==> config.mk <==
export PLATFORM = sky130hd
export DESIGN_NAME = msg_handler_status
export DESIGN_NICKNAME = d
export VERILOG_FILES = /design/src/irq_source_resolver.v /design/src/msg_handler_status.v /design/src/object_flag_bank.v
export VERILOG_INCLUDE_DIRS = /design/src
export SDC_FILE = /design/constraint.sdc
export NUM_CORES = 1
export LEC_CHECK = 0
export BUFFER_PORTS_ARGS = -buffer_cell sky130_fd_sc_hd__buf_2
export CORE_UTILIZATION = 35
export CTS_CLUSTER_SIZE = 40
export DETAILED_ROUTE_END_ITERATION = 7
export HOLD_SLACK_MARGIN = 0.06
export PLACE_DENSITY = 0.63
export SYNTH_ARGS = -nofsm -noshare
export SYNTH_HDL_FRONTEND = slang
export SYNTH_SLANG_ARGS = --single-unit
==> constraint.sdc <==
create_clock -name clk_i -period 2 [get_ports clk_i]
set_clock_uncertainty 0.1 [all_clocks]
set_input_delay 0.3 -clock clk_i [delete_from_list [all_inputs] [get_ports clk_i]]
set_output_delay 0.3 -clock clk_i [all_outputs]
set_load 0.03 [all_outputs]
==> src/msg_status_map.vh <==
// Offsets, field positions, reset values and codes of the message handler status block
`ifndef MSG_STATUS_MAP_VH
`define MSG_STATUS_MAP_VH

// ----------------------------------------------------------------
// Register byte offsets
// ----------------------------------------------------------------
`define OFS_CONTROL           12'h000
`define OFS_STATUS            12'h004
`define OFS_IRQ_SOURCE_CODE   12'h010
`define OFS_TX_PENDING_LO     12'h100
`define OFS_TX_PENDING_HI     12'h104
`define OFS_FRESH_DATA_LO     12'h120
`define OFS_FRESH_DATA_HI     12'h124
`define OFS_OBJECT_IRQ_LO     12'h140
`define OFS_OBJECT_IRQ_HI     12'h144
`define OFS_OBJECT_VALID_LO   12'h160
`define OFS_OBJECT_VALID_HI   12'h164
`define OFS_EVENT_STATUS      12'h200
`define OFS_EVENT_MASK        12'h204

// ----------------------------------------------------------------
// Field positions
// ----------------------------------------------------------------
`define CTRL_GIE_BIT          1
`define STAT_IRQ_BIT          0
`define EVT_RX_DONE_BIT       0
`define EVT_TX_DONE_BIT       1
`define EVT_REMOTE_BIT        2
`define EVT_STATUS_BIT        3
`define EVT_WIDTH             4

// ----------------------------------------------------------------
// Reset values and codes
// ----------------------------------------------------------------
`define RST_CONTROL           32'h00000000
`define RST_VECTOR            32'h00000000
`define RST_EVENT             4'h0
`define CODE_NONE             16'h0000
`define CODE_STATUS           16'h8000

`endif

==> src/irq_source_resolver.v <==
// Priority resolution of pending interrupts into a source code
`timescale 1ns/1ps
`default_nettype none
`include "msg_status_map.vh"

module irq_source_resolver #(
	parameter N = 32
) (
	input  wire         status_pending_i,
	input  wire [N-1:0] object_pending_i,
	output reg  [15:0]  code_o
);

	integer i;

	always @* begin
		code_o = `CODE_NONE;
		for (i = N - 1; i >= 0; i = i - 1) begin
			if (object_pending_i[i]) begin
				code_o = i[15:0] + 16'h0001;
			end
		end
		if (status_pending_i) begin
			code_o = `CODE_STATUS;
		end
	end

endmodule

`default_nettype wire

==> src/msg_handler_status.v <==
// Message handler status vectors, interrupt source code and register slave
//
// What this block does
// - Status registers are read-only except event status, where writing one clears a bit.
// - Source code shows highest-priority pending source, not arrival order.
// - Pending source stays pending and visible until software clears it.
// - Interrupt request asserts when source code nonzero and global enable set.
// - Request holds until code returns to zero or enable clears.
// - Status interrupt outranks all objects, code 0x8000.
// - Among objects, lowest number wins.
// - Reading status register clears the status interrupt.
// - Code is zero, object number 1-32, or 0x8000 only.
// - Transmit-pending flags readable packed, objects 1-16 low, 17-32 high.
// - Transmit-pending changes by software, remote frame, or transmit success.
// - Fresh-data flags readable as packed vector, one per object.
// - Fresh-data changes by software, data frame received, or transmit success.
// - Object irq flags readable packed; changes reach source code at once.
// - Object irq flag changes by software or handler after frame done.
// - Valid flags readable, software-only; invalid objects ignored by handler.
// - Handler sets irq flag only if receive or transmit enable set.
`timescale 1ns/1ps
`default_nettype none
`include "msg_status_map.vh"

module msg_handler_status #(
	parameter N = 32
) (
	input  wire        clk_i,
	input  wire        rst_i,
	// Wishbone slave
	input  wire        cyc_i,
	input  wire        stb_i,
	input  wire        we_i,
	input  wire [11:0] adr_i,
	input  wire [3:0]  sel_i,
	input  wire [31:0] dat_i,
	output reg  [31:0] dat_o,
	output reg         ack_o,
	// Object access window
	input  wire        acc_write_i,
	input  wire [5:0]  acc_obj_i,
	input  wire        acc_tx_pending_we_i,
	input  wire        acc_tx_pending_i,
	input  wire        acc_fresh_data_we_i,
	input  wire        acc_fresh_data_i,
	input  wire        acc_irq_we_i,
	input  wire        acc_irq_i,
	input  wire        acc_valid_we_i,
	input  wire        acc_valid_i,
	// Handler events
	input  wire        rx_frame_i,
	input  wire        rx_remote_i,
	input  wire [5:0]  rx_obj_i,
	input  wire        rx_irq_enable_i,
	input  wire        remote_enable_i,
	input  wire        tx_done_i,
	input  wire [5:0]  tx_obj_i,
	input  wire        tx_irq_enable_i,
	input  wire        status_event_i,
	// Status to handler and interrupt controller
	output wire [31:0] tx_pending_o,
	output wire [31:0] object_valid_o,
	output wire [15:0] irq_source_code_o,
	output wire        irq_o
);

	// ----------------------------------------------------------------
	// Helpers
	// ----------------------------------------------------------------

	// Object number 1..N to one-hot, zero for out-of-range numbers
	function [N-1:0] obj_onehot;
		input [5:0] num;
		integer k;
		begin
			obj_onehot = {N{1'b0}};
			for (k = 0; k < N; k = k + 1) begin
				if (num == k[5:0] + 6'd1) begin
					obj_onehot[k] = 1'b1;
				end
			end
		end
	endfunction

	// Sixteen-object half of a vector, zero above
	function [31:0] half_word;
		input [N-1:0] vec;
		input         upper;
		begin
			half_word = upper ? {16'h0000, vec[31:16]} : {16'h0000, vec[15:0]};
		end
	endfunction

	// ----------------------------------------------------------------
	// Declarations
	// ----------------------------------------------------------------
	wire [N-1:0]  tx_pending_vector;
	wire [N-1:0]  fresh_data_vector;
	wire [N-1:0]  object_irq_vector;
	wire [N-1:0]  object_valid_vector;
	wire [N-1:0]  acc_hot;
	wire [N-1:0]  rx_hot;
	wire [N-1:0]  tx_hot;
	wire [N-1:0]  rx_live;
	wire [N-1:0]  tx_live;
	wire [15:0]   irq_source_code;
	wire          bus_req;
	wire          bus_take;
	wire          bus_wr;
	wire          bus_rd;
	reg  [N-1:0]  tx_set;
	reg  [N-1:0]  tx_clr;
	reg  [N-1:0]  fresh_set;
	reg  [N-1:0]  fresh_clr;
	reg  [N-1:0]  irq_set;
	reg  [N-1:0]  irq_clr;
	reg  [N-1:0]  valid_set;
	reg  [N-1:0]  valid_clr;
	reg  [31:0]   control_reg;
	reg           status_irq_reg;
	reg           status_irq_next;
	reg  [`EVT_WIDTH-1:0] event_reg;
	reg  [`EVT_WIDTH-1:0] event_next;
	reg  [`EVT_WIDTH-1:0] event_hit;
	reg  [`EVT_WIDTH-1:0] mask_reg;
	reg  [31:0]   read_data;
	wire          gie;

	// ----------------------------------------------------------------
	// Event decode
	// ----------------------------------------------------------------
	assign acc_hot = acc_write_i ? obj_onehot(acc_obj_i) : {N{1'b0}};
	assign rx_hot  = rx_frame_i ? obj_onehot(rx_obj_i) : {N{1'b0}};
	assign tx_hot  = tx_done_i ? obj_onehot(tx_obj_i) : {N{1'b0}};
	assign rx_live = rx_hot & object_valid_vector;
	assign tx_live = tx_hot & object_valid_vector;

	// ----------------------------------------------------------------
	// Flag set and clear masks
	// ----------------------------------------------------------------
	always @* begin
		tx_set = (acc_tx_pending_we_i && acc_tx_pending_i) ? acc_hot : {N{1'b0}};
		tx_clr = (acc_tx_pending_we_i && !acc_tx_pending_i) ? acc_hot : {N{1'b0}};
		if (rx_remote_i && remote_enable_i) begin
			tx_set = tx_set | rx_live;
		end
		tx_clr = tx_clr | tx_live;
		fresh_set = (acc_fresh_data_we_i && acc_fresh_data_i) ? acc_hot : {N{1'b0}};
		fresh_clr = (acc_fresh_data_we_i && !acc_fresh_data_i) ? acc_hot : {N{1'b0}};
		if (!rx_remote_i) begin
			fresh_set = fresh_set | rx_live;
		end
		fresh_clr = fresh_clr | tx_live;
		irq_set = (acc_irq_we_i && acc_irq_i) ? acc_hot : {N{1'b0}};
		irq_clr = (acc_irq_we_i && !acc_irq_i) ? acc_hot : {N{1'b0}};
		if (rx_irq_enable_i) begin
			irq_set = irq_set | rx_live;
		end
		if (tx_irq_enable_i) begin
			irq_set = irq_set | tx_live;
		end
		valid_set = (acc_valid_we_i && acc_valid_i) ? acc_hot : {N{1'b0}};
		valid_clr = (acc_valid_we_i && !acc_valid_i) ? acc_hot : {N{1'b0}};
	end

	// ----------------------------------------------------------------
	// Flag vectors
	// ----------------------------------------------------------------
	object_flag_bank #(.N(N)) tx_pending_bank (
		.clk_i   (clk_i),
		.rst_i   (rst_i),
		.set_i   (tx_set),
		.clr_i   (tx_clr),
		.flags_o (tx_pending_vector)
	);

	object_flag_bank #(.N(N)) fresh_data_bank (
		.clk_i   (clk_i),
		.rst_i   (rst_i),
		.set_i   (fresh_set),
		.clr_i   (fresh_clr),
		.flags_o (fresh_data_vector)
	);

	object_flag_bank #(.N(N)) object_irq_bank (
		.clk_i   (clk_i),
		.rst_i   (rst_i),
		.set_i   (irq_set),
		.clr_i   (irq_clr),
		.flags_o (object_irq_vector)
	);

	object_flag_bank #(.N(N)) object_valid_bank (
		.clk_i   (clk_i),
		.rst_i   (rst_i),
		.set_i   (valid_set),
		.clr_i   (valid_clr),
		.flags_o (object_valid_vector)
	);

	assign tx_pending_o   = tx_pending_vector;
	assign object_valid_o = object_valid_vector;

	// ----------------------------------------------------------------
	// Interrupt source code
	// ----------------------------------------------------------------
	// code follows flags combinationally
	irq_source_resolver #(.N(N)) resolver (
		.status_pending_i (status_irq_reg),
		.object_pending_i (object_irq_vector),
		.code_o           (irq_source_code)
	);

	assign irq_source_code_o = irq_source_code;

	// ----------------------------------------------------------------
	// Wishbone handshake
	// ----------------------------------------------------------------
	assign bus_req  = cyc_i && stb_i;
	assign bus_take = bus_req && !ack_o;
	assign bus_wr   = bus_take && we_i;
	assign bus_rd   = bus_take && !we_i;
	assign gie      = control_reg[`CTRL_GIE_BIT];

	always @(posedge clk_i) begin
		if (rst_i) begin
			ack_o <= 1'b0;
		end else begin
			ack_o <= bus_take;
		end
	end

	// ----------------------------------------------------------------
	// Read mux
	// ----------------------------------------------------------------
	// reads show live flags
	always @* begin
		case (adr_i & 12'hffc)
			`OFS_CONTROL:         read_data = control_reg;
			`OFS_STATUS:          read_data = {31'h00000000, status_irq_reg};
			`OFS_IRQ_SOURCE_CODE: read_data = {16'h0000, irq_source_code};
			`OFS_TX_PENDING_LO:   read_data = half_word(tx_pending_vector, 1'b0);
			`OFS_TX_PENDING_HI:   read_data = half_word(tx_pending_vector, 1'b1);
			`OFS_FRESH_DATA_LO:   read_data = half_word(fresh_data_vector, 1'b0);
			`OFS_FRESH_DATA_HI:   read_data = half_word(fresh_data_vector, 1'b1);
			`OFS_OBJECT_IRQ_LO:   read_data = half_word(object_irq_vector, 1'b0);
			`OFS_OBJECT_IRQ_HI:   read_data = half_word(object_irq_vector, 1'b1);
			`OFS_OBJECT_VALID_LO: read_data = half_word(object_valid_vector, 1'b0);
			`OFS_OBJECT_VALID_HI: read_data = half_word(object_valid_vector, 1'b1);
			`OFS_EVENT_STATUS:    read_data = {28'h0000000, event_reg};
			`OFS_EVENT_MASK:      read_data = {28'h0000000, mask_reg};
			default:              read_data = 32'h00000000;
		endcase
	end

	always @(posedge clk_i) begin
		if (rst_i) begin
			dat_o <= 32'h00000000;
		end else if (bus_rd) begin
			dat_o <= read_data;
		end
	end

	// ----------------------------------------------------------------
	// Writable registers
	// ----------------------------------------------------------------
	// control and mask written here; event status write-one-clear below
	always @(posedge clk_i) begin
		if (rst_i) begin
			control_reg <= `RST_CONTROL;
			mask_reg    <= `RST_EVENT;
		end else if (bus_wr && sel_i[0]) begin
			if ((adr_i & 12'hffc) == `OFS_CONTROL) begin
				control_reg <= {24'h000000, dat_i[7:0]};
			end
			if ((adr_i & 12'hffc) == `OFS_EVENT_MASK) begin
				mask_reg <= dat_i[`EVT_WIDTH-1:0];
			end
		end
	end

	// ----------------------------------------------------------------
	// Status interrupt
	// ----------------------------------------------------------------
	always @* begin
		status_irq_next = status_irq_reg;
		if (bus_rd && ((adr_i & 12'hffc) == `OFS_STATUS)) begin
			status_irq_next = 1'b0;
		end
		if (status_event_i) begin
			status_irq_next = 1'b1;
		end
	end

	always @(posedge clk_i) begin
		if (rst_i) begin
			status_irq_reg <= 1'b0;
		end else begin
			status_irq_reg <= status_irq_next;
		end
	end

	// ----------------------------------------------------------------
	// Sticky event status
	// ----------------------------------------------------------------
	always @* begin
		event_hit = {`EVT_WIDTH{1'b0}};
		event_hit[`EVT_RX_DONE_BIT] = |rx_live && !rx_remote_i;
		event_hit[`EVT_TX_DONE_BIT] = |tx_live;
		event_hit[`EVT_REMOTE_BIT]  = |rx_live && rx_remote_i;
		event_hit[`EVT_STATUS_BIT]  = status_event_i;
		event_next = event_reg;
		if (bus_wr && sel_i[0] && ((adr_i & 12'hffc) == `OFS_EVENT_STATUS)) begin
			event_next = event_next & ~dat_i[`EVT_WIDTH-1:0];
		end
		event_next = event_next | event_hit;
	end

	always @(posedge clk_i) begin
		if (rst_i) begin
			event_reg <= `RST_EVENT;
		end else begin
			event_reg <= event_next;
		end
	end

	// ----------------------------------------------------------------
	// Interrupt output
	// ----------------------------------------------------------------
	// request while code nonzero and global enable set, or while a masked event is set
	assign irq_o = ((irq_source_code != `CODE_NONE) && gie) || (|(event_reg & mask_reg));

endmodule

`default_nettype wire

==> src/object_flag_bank.v <==
// One packed vector of per-object flags with set and clear masks
`timescale 1ns/1ps
`default_nettype none

module object_flag_bank #(
	parameter N = 32
) (
	input  wire         clk_i,
	input  wire         rst_i,
	input  wire [N-1:0] set_i,
	input  wire [N-1:0] clr_i,
	output reg  [N-1:0] flags_o
);

	// Set wins over a clear in the same cycle
	always @(posedge clk_i) begin
		if (rst_i) begin
			flags_o <= {N{1'b0}};
		end else begin
			flags_o <= (flags_o & ~clr_i) | set_i;
		end
	end

endmodule

`default_nettype wire

==> reports/metrics.csv <==
metric,value,unit
rsz0062_at_grt,true,
synth_edf_count,0,
crit_arrival,2360,ps
syn_inst,1378,
clk_path_buf_depth,2,
drt_iter0_markers,2121,
synth_area,0.0105,mm^2
holdPathStages,2,
row_count,62,
worst_slack,-765,ps
reg2reg_depth,7,
violations,setup timing,
fin_crit,2760,ps
multi_input_area,0.00685,mm^2
cts_tree,built,
async_flop_share,0,
setup_tns,-3940,ps
core_area,0.0291,mm^2
grt_pass1_wl,79800,um
start_util,0.360,
crit_fanout,2,
end_kind,output pin,
area_growth,42.0,%
clk_pin_slew,70,ps
fin_hold_ws,95.7,ps
avgRoutedWirePerCell,25.1,um
powerDensity,528,mW/mm^2
io-pin-count,201,
worstHoldPathType,in2reg,
dp_cells,2108,
routed_via_density,6.14,
regArea,0.00326,mm^2
dieHeight,175,um
met3_length,6300,um
vdd_ir_drop_max,0.587,mV
insertion_delay,460,ps
ys.flop_type,dfxtp_1,
numCtsBuffers,17,
path_class,reg2out,
antenna_found_initial,2,
place_hpwl,40900,um
syn_area_per_cell,7.60,um^2
h-tree-depth,4,
ys_ff_latch,162,
fin_util,0.511,
grt.total_usage,0.351,
num_vias,13300,
routed-wl-met2,23800,um
grt-ovfl-total,0,
die_x,175,um
routed.top_layer,met4,
grt_max_degree,61,
cts_sinks,162,
die_area,0.0306,mm^2
leakage,6.26,nW
ys_warn_count,0,
fin_crit_sh,1.38,
required,1600,ps
layout-drive-gt1-share,0.337,
ant_nets,0,
setup_viol,10,
cts_root_buf,clkbuf_16,
port_buffers,146,
drtPass1Iterations,6,
route.detailed.drc,0,
hold_viol_final,0,
final_cell_count_no_fill,2162,
met1_length,21200,um
yosys.cell_types.count,70,
wl,54400,um
grt_pass1_vias,12400,
drv_slew,0,
status,"complete, but fails checks",
ys_seq_area_frac,0.310,
start_kind,flop,
nNetsFinal,1851,
max_freq,362,MHz
fillers,2895,
gp_congestion,1.02,
max-cap-violations,0,
power,0.00785,W
layer usage:
| layer | global-route usage | vias up |
|---|---|---|
| li1 | - | 5845 |
| met1 | 0.458 | 6344 |
| met2 | 0.536 | 920 |
| met3 | 0.0820 | 163 |
| met4 | 0.186 | 0 |
| met5 | 0 | - |
area by class of cell:
cell class	instances	area share
tap	384	0.0323
timing repair buffer	484	0.244
clock buffer	19	0.0304
sequential	162	0.219
multi-input combinational	1083	0.460
clock inverter	13	0.0100
inverter	16	0.00404
antenna	1	0.000168
what timing repair did:
action	CTS	global route
gates resized for setup	43	37
endpoints found under the setup margin	10	12
hold endpoints to repair	14	0
gates cloned	0	0
hold buffers	11	0
pin swaps	20	15
setup buffers	13	8
final timing paths:
| check | start | to | slack (ps) |
|---|---|---|---|
| max reg2reg | object_irq_bank.flags_o[17] | dat_o[5] | -200 |
| min | rst_i | object_valid_bank.flags_o[1] | 100 |
| max | object_irq_bank.flags_o[17] | irq_o | -760 |
| min reg2reg | dat_o[7] | dat_o[7] | 360 |
through the flow:
stage | setup WS, ps | area (um^2)
final | -765 | 14900
after global routing | -864 | 14900
after global placement | -421 | 13800
after floorplan | -308 | 10600
after CTS | -753 | 14700
after detailed placement | -409 | 13800
Yosys cell counts, drive strengths merged, types with 3 or more instances:
| master | instances | area, um^2 |
|---|---|---|
| a32oi | 10 | 87.6 |
| inv | 16 | 60.1 |
| a22o | 21 | 184 |
| a31oi | 92 | 576 |
| dfxtp | 162 | 3240 |
| mux2 | 10 | 113 |
| or4 | 4 | 37.5 |
| and2 | 7 | 43.8 |
| o22ai | 4 | 25.0 |
| o31a | 3 | 26.3 |
| nand3 | 163 | 821 |
| nor2b | 7 | 43.8 |
| o311ai | 3 | 26.3 |
| a222oi | 3 | 30.0 |
| or2 | 3 | 18.8 |
| a21oi | 39 | 195 |
| a221o | 3 | 30.0 |
| a211oi | 7 | 52.6 |
| and3b | 3 | 26.3 |
| nor3 | 20 | 100 |
| o221ai | 3 | 26.3 |
| nand4bb | 3 | 33.8 |
| a221oi | 10 | 87.6 |
| nor2 | 120 | 453 |
| o211ai | 3 | 27.5 |
| and3 | 17 | 106 |
| nand2b | 11 | 68.8 |
| clkbuf | 94 | 353 |
| a22oi | 13 | 97.6 |
| o21ai | 15 | 75.1 |
| buf | 47 | 290 |
| nand3b | 10 | 75.1 |
| nor4 | 18 | 138 |
| nand4 | 67 | 419 |
| mux2i | 81 | 811 |
| nand2 | 231 | 867 |
| mux4 | 24 | 541 |
kinds of logic after synthesis:
family	share of synthesized area
simple gates	0.322
compound gates	0.161
flops	0.310
buf+inv	0.0671
mux	0.140
other cells	0.000358
cells in the final DEF (no fill, tap or decap), drive strengths merged, types with 4 or more instances in the layout:
cell | netlist | routed
and2 | 7 | 7
dlygate4sd3 | 0 | 11
a31oi | 92 | 92
nand2b | 11 | 11
mux2i | 81 | 81
clkbuf | 94 | 19
nor2b | 7 | 7
clkinv | 0 | 4
nand3b | 10 | 10
a21oi | 39 | 39
o22ai | 4 | 4
nand2 | 231 | 231
conb | 1 | 25
inv | 16 | 21
a22oi | 13 | 13
nand4 | 67 | 67
buf | 47 | 473
nor3 | 20 | 20
or4 | 4 | 4
a221oi | 10 | 10
nor4 | 18 | 18
mux2 | 10 | 10
a211oi | 7 | 7
nand3 | 163 | 163
a22o | 21 | 21
and3 | 17 | 17
mux4 | 24 | 24
a32oi | 10 | 10
dfxtp | 162 | 162
nor2 | 120 | 120
o21ai | 15 | 15
report_power, final:
part           total (W)  internal, W  switching [W]
Clock            0.00350      0.00193        0.00157
Combinational    0.00110     0.000389       0.000711
Sequential       0.00325      0.00324      0.0000145
Total            0.00785      0.00556        0.00230
worst max-delay path, stage by stage, from the launching register on:
cell and delay [ps]:
dfxtp_2 320, or4_4 530, and3b_2 290, buf_4 110
buf_4 90, a21oi_2 60, nor2_4 100, nand4bb_1 130
o32a_1 170, buf_6 140
No activity file was read; power rests on OpenSTA's default activity.
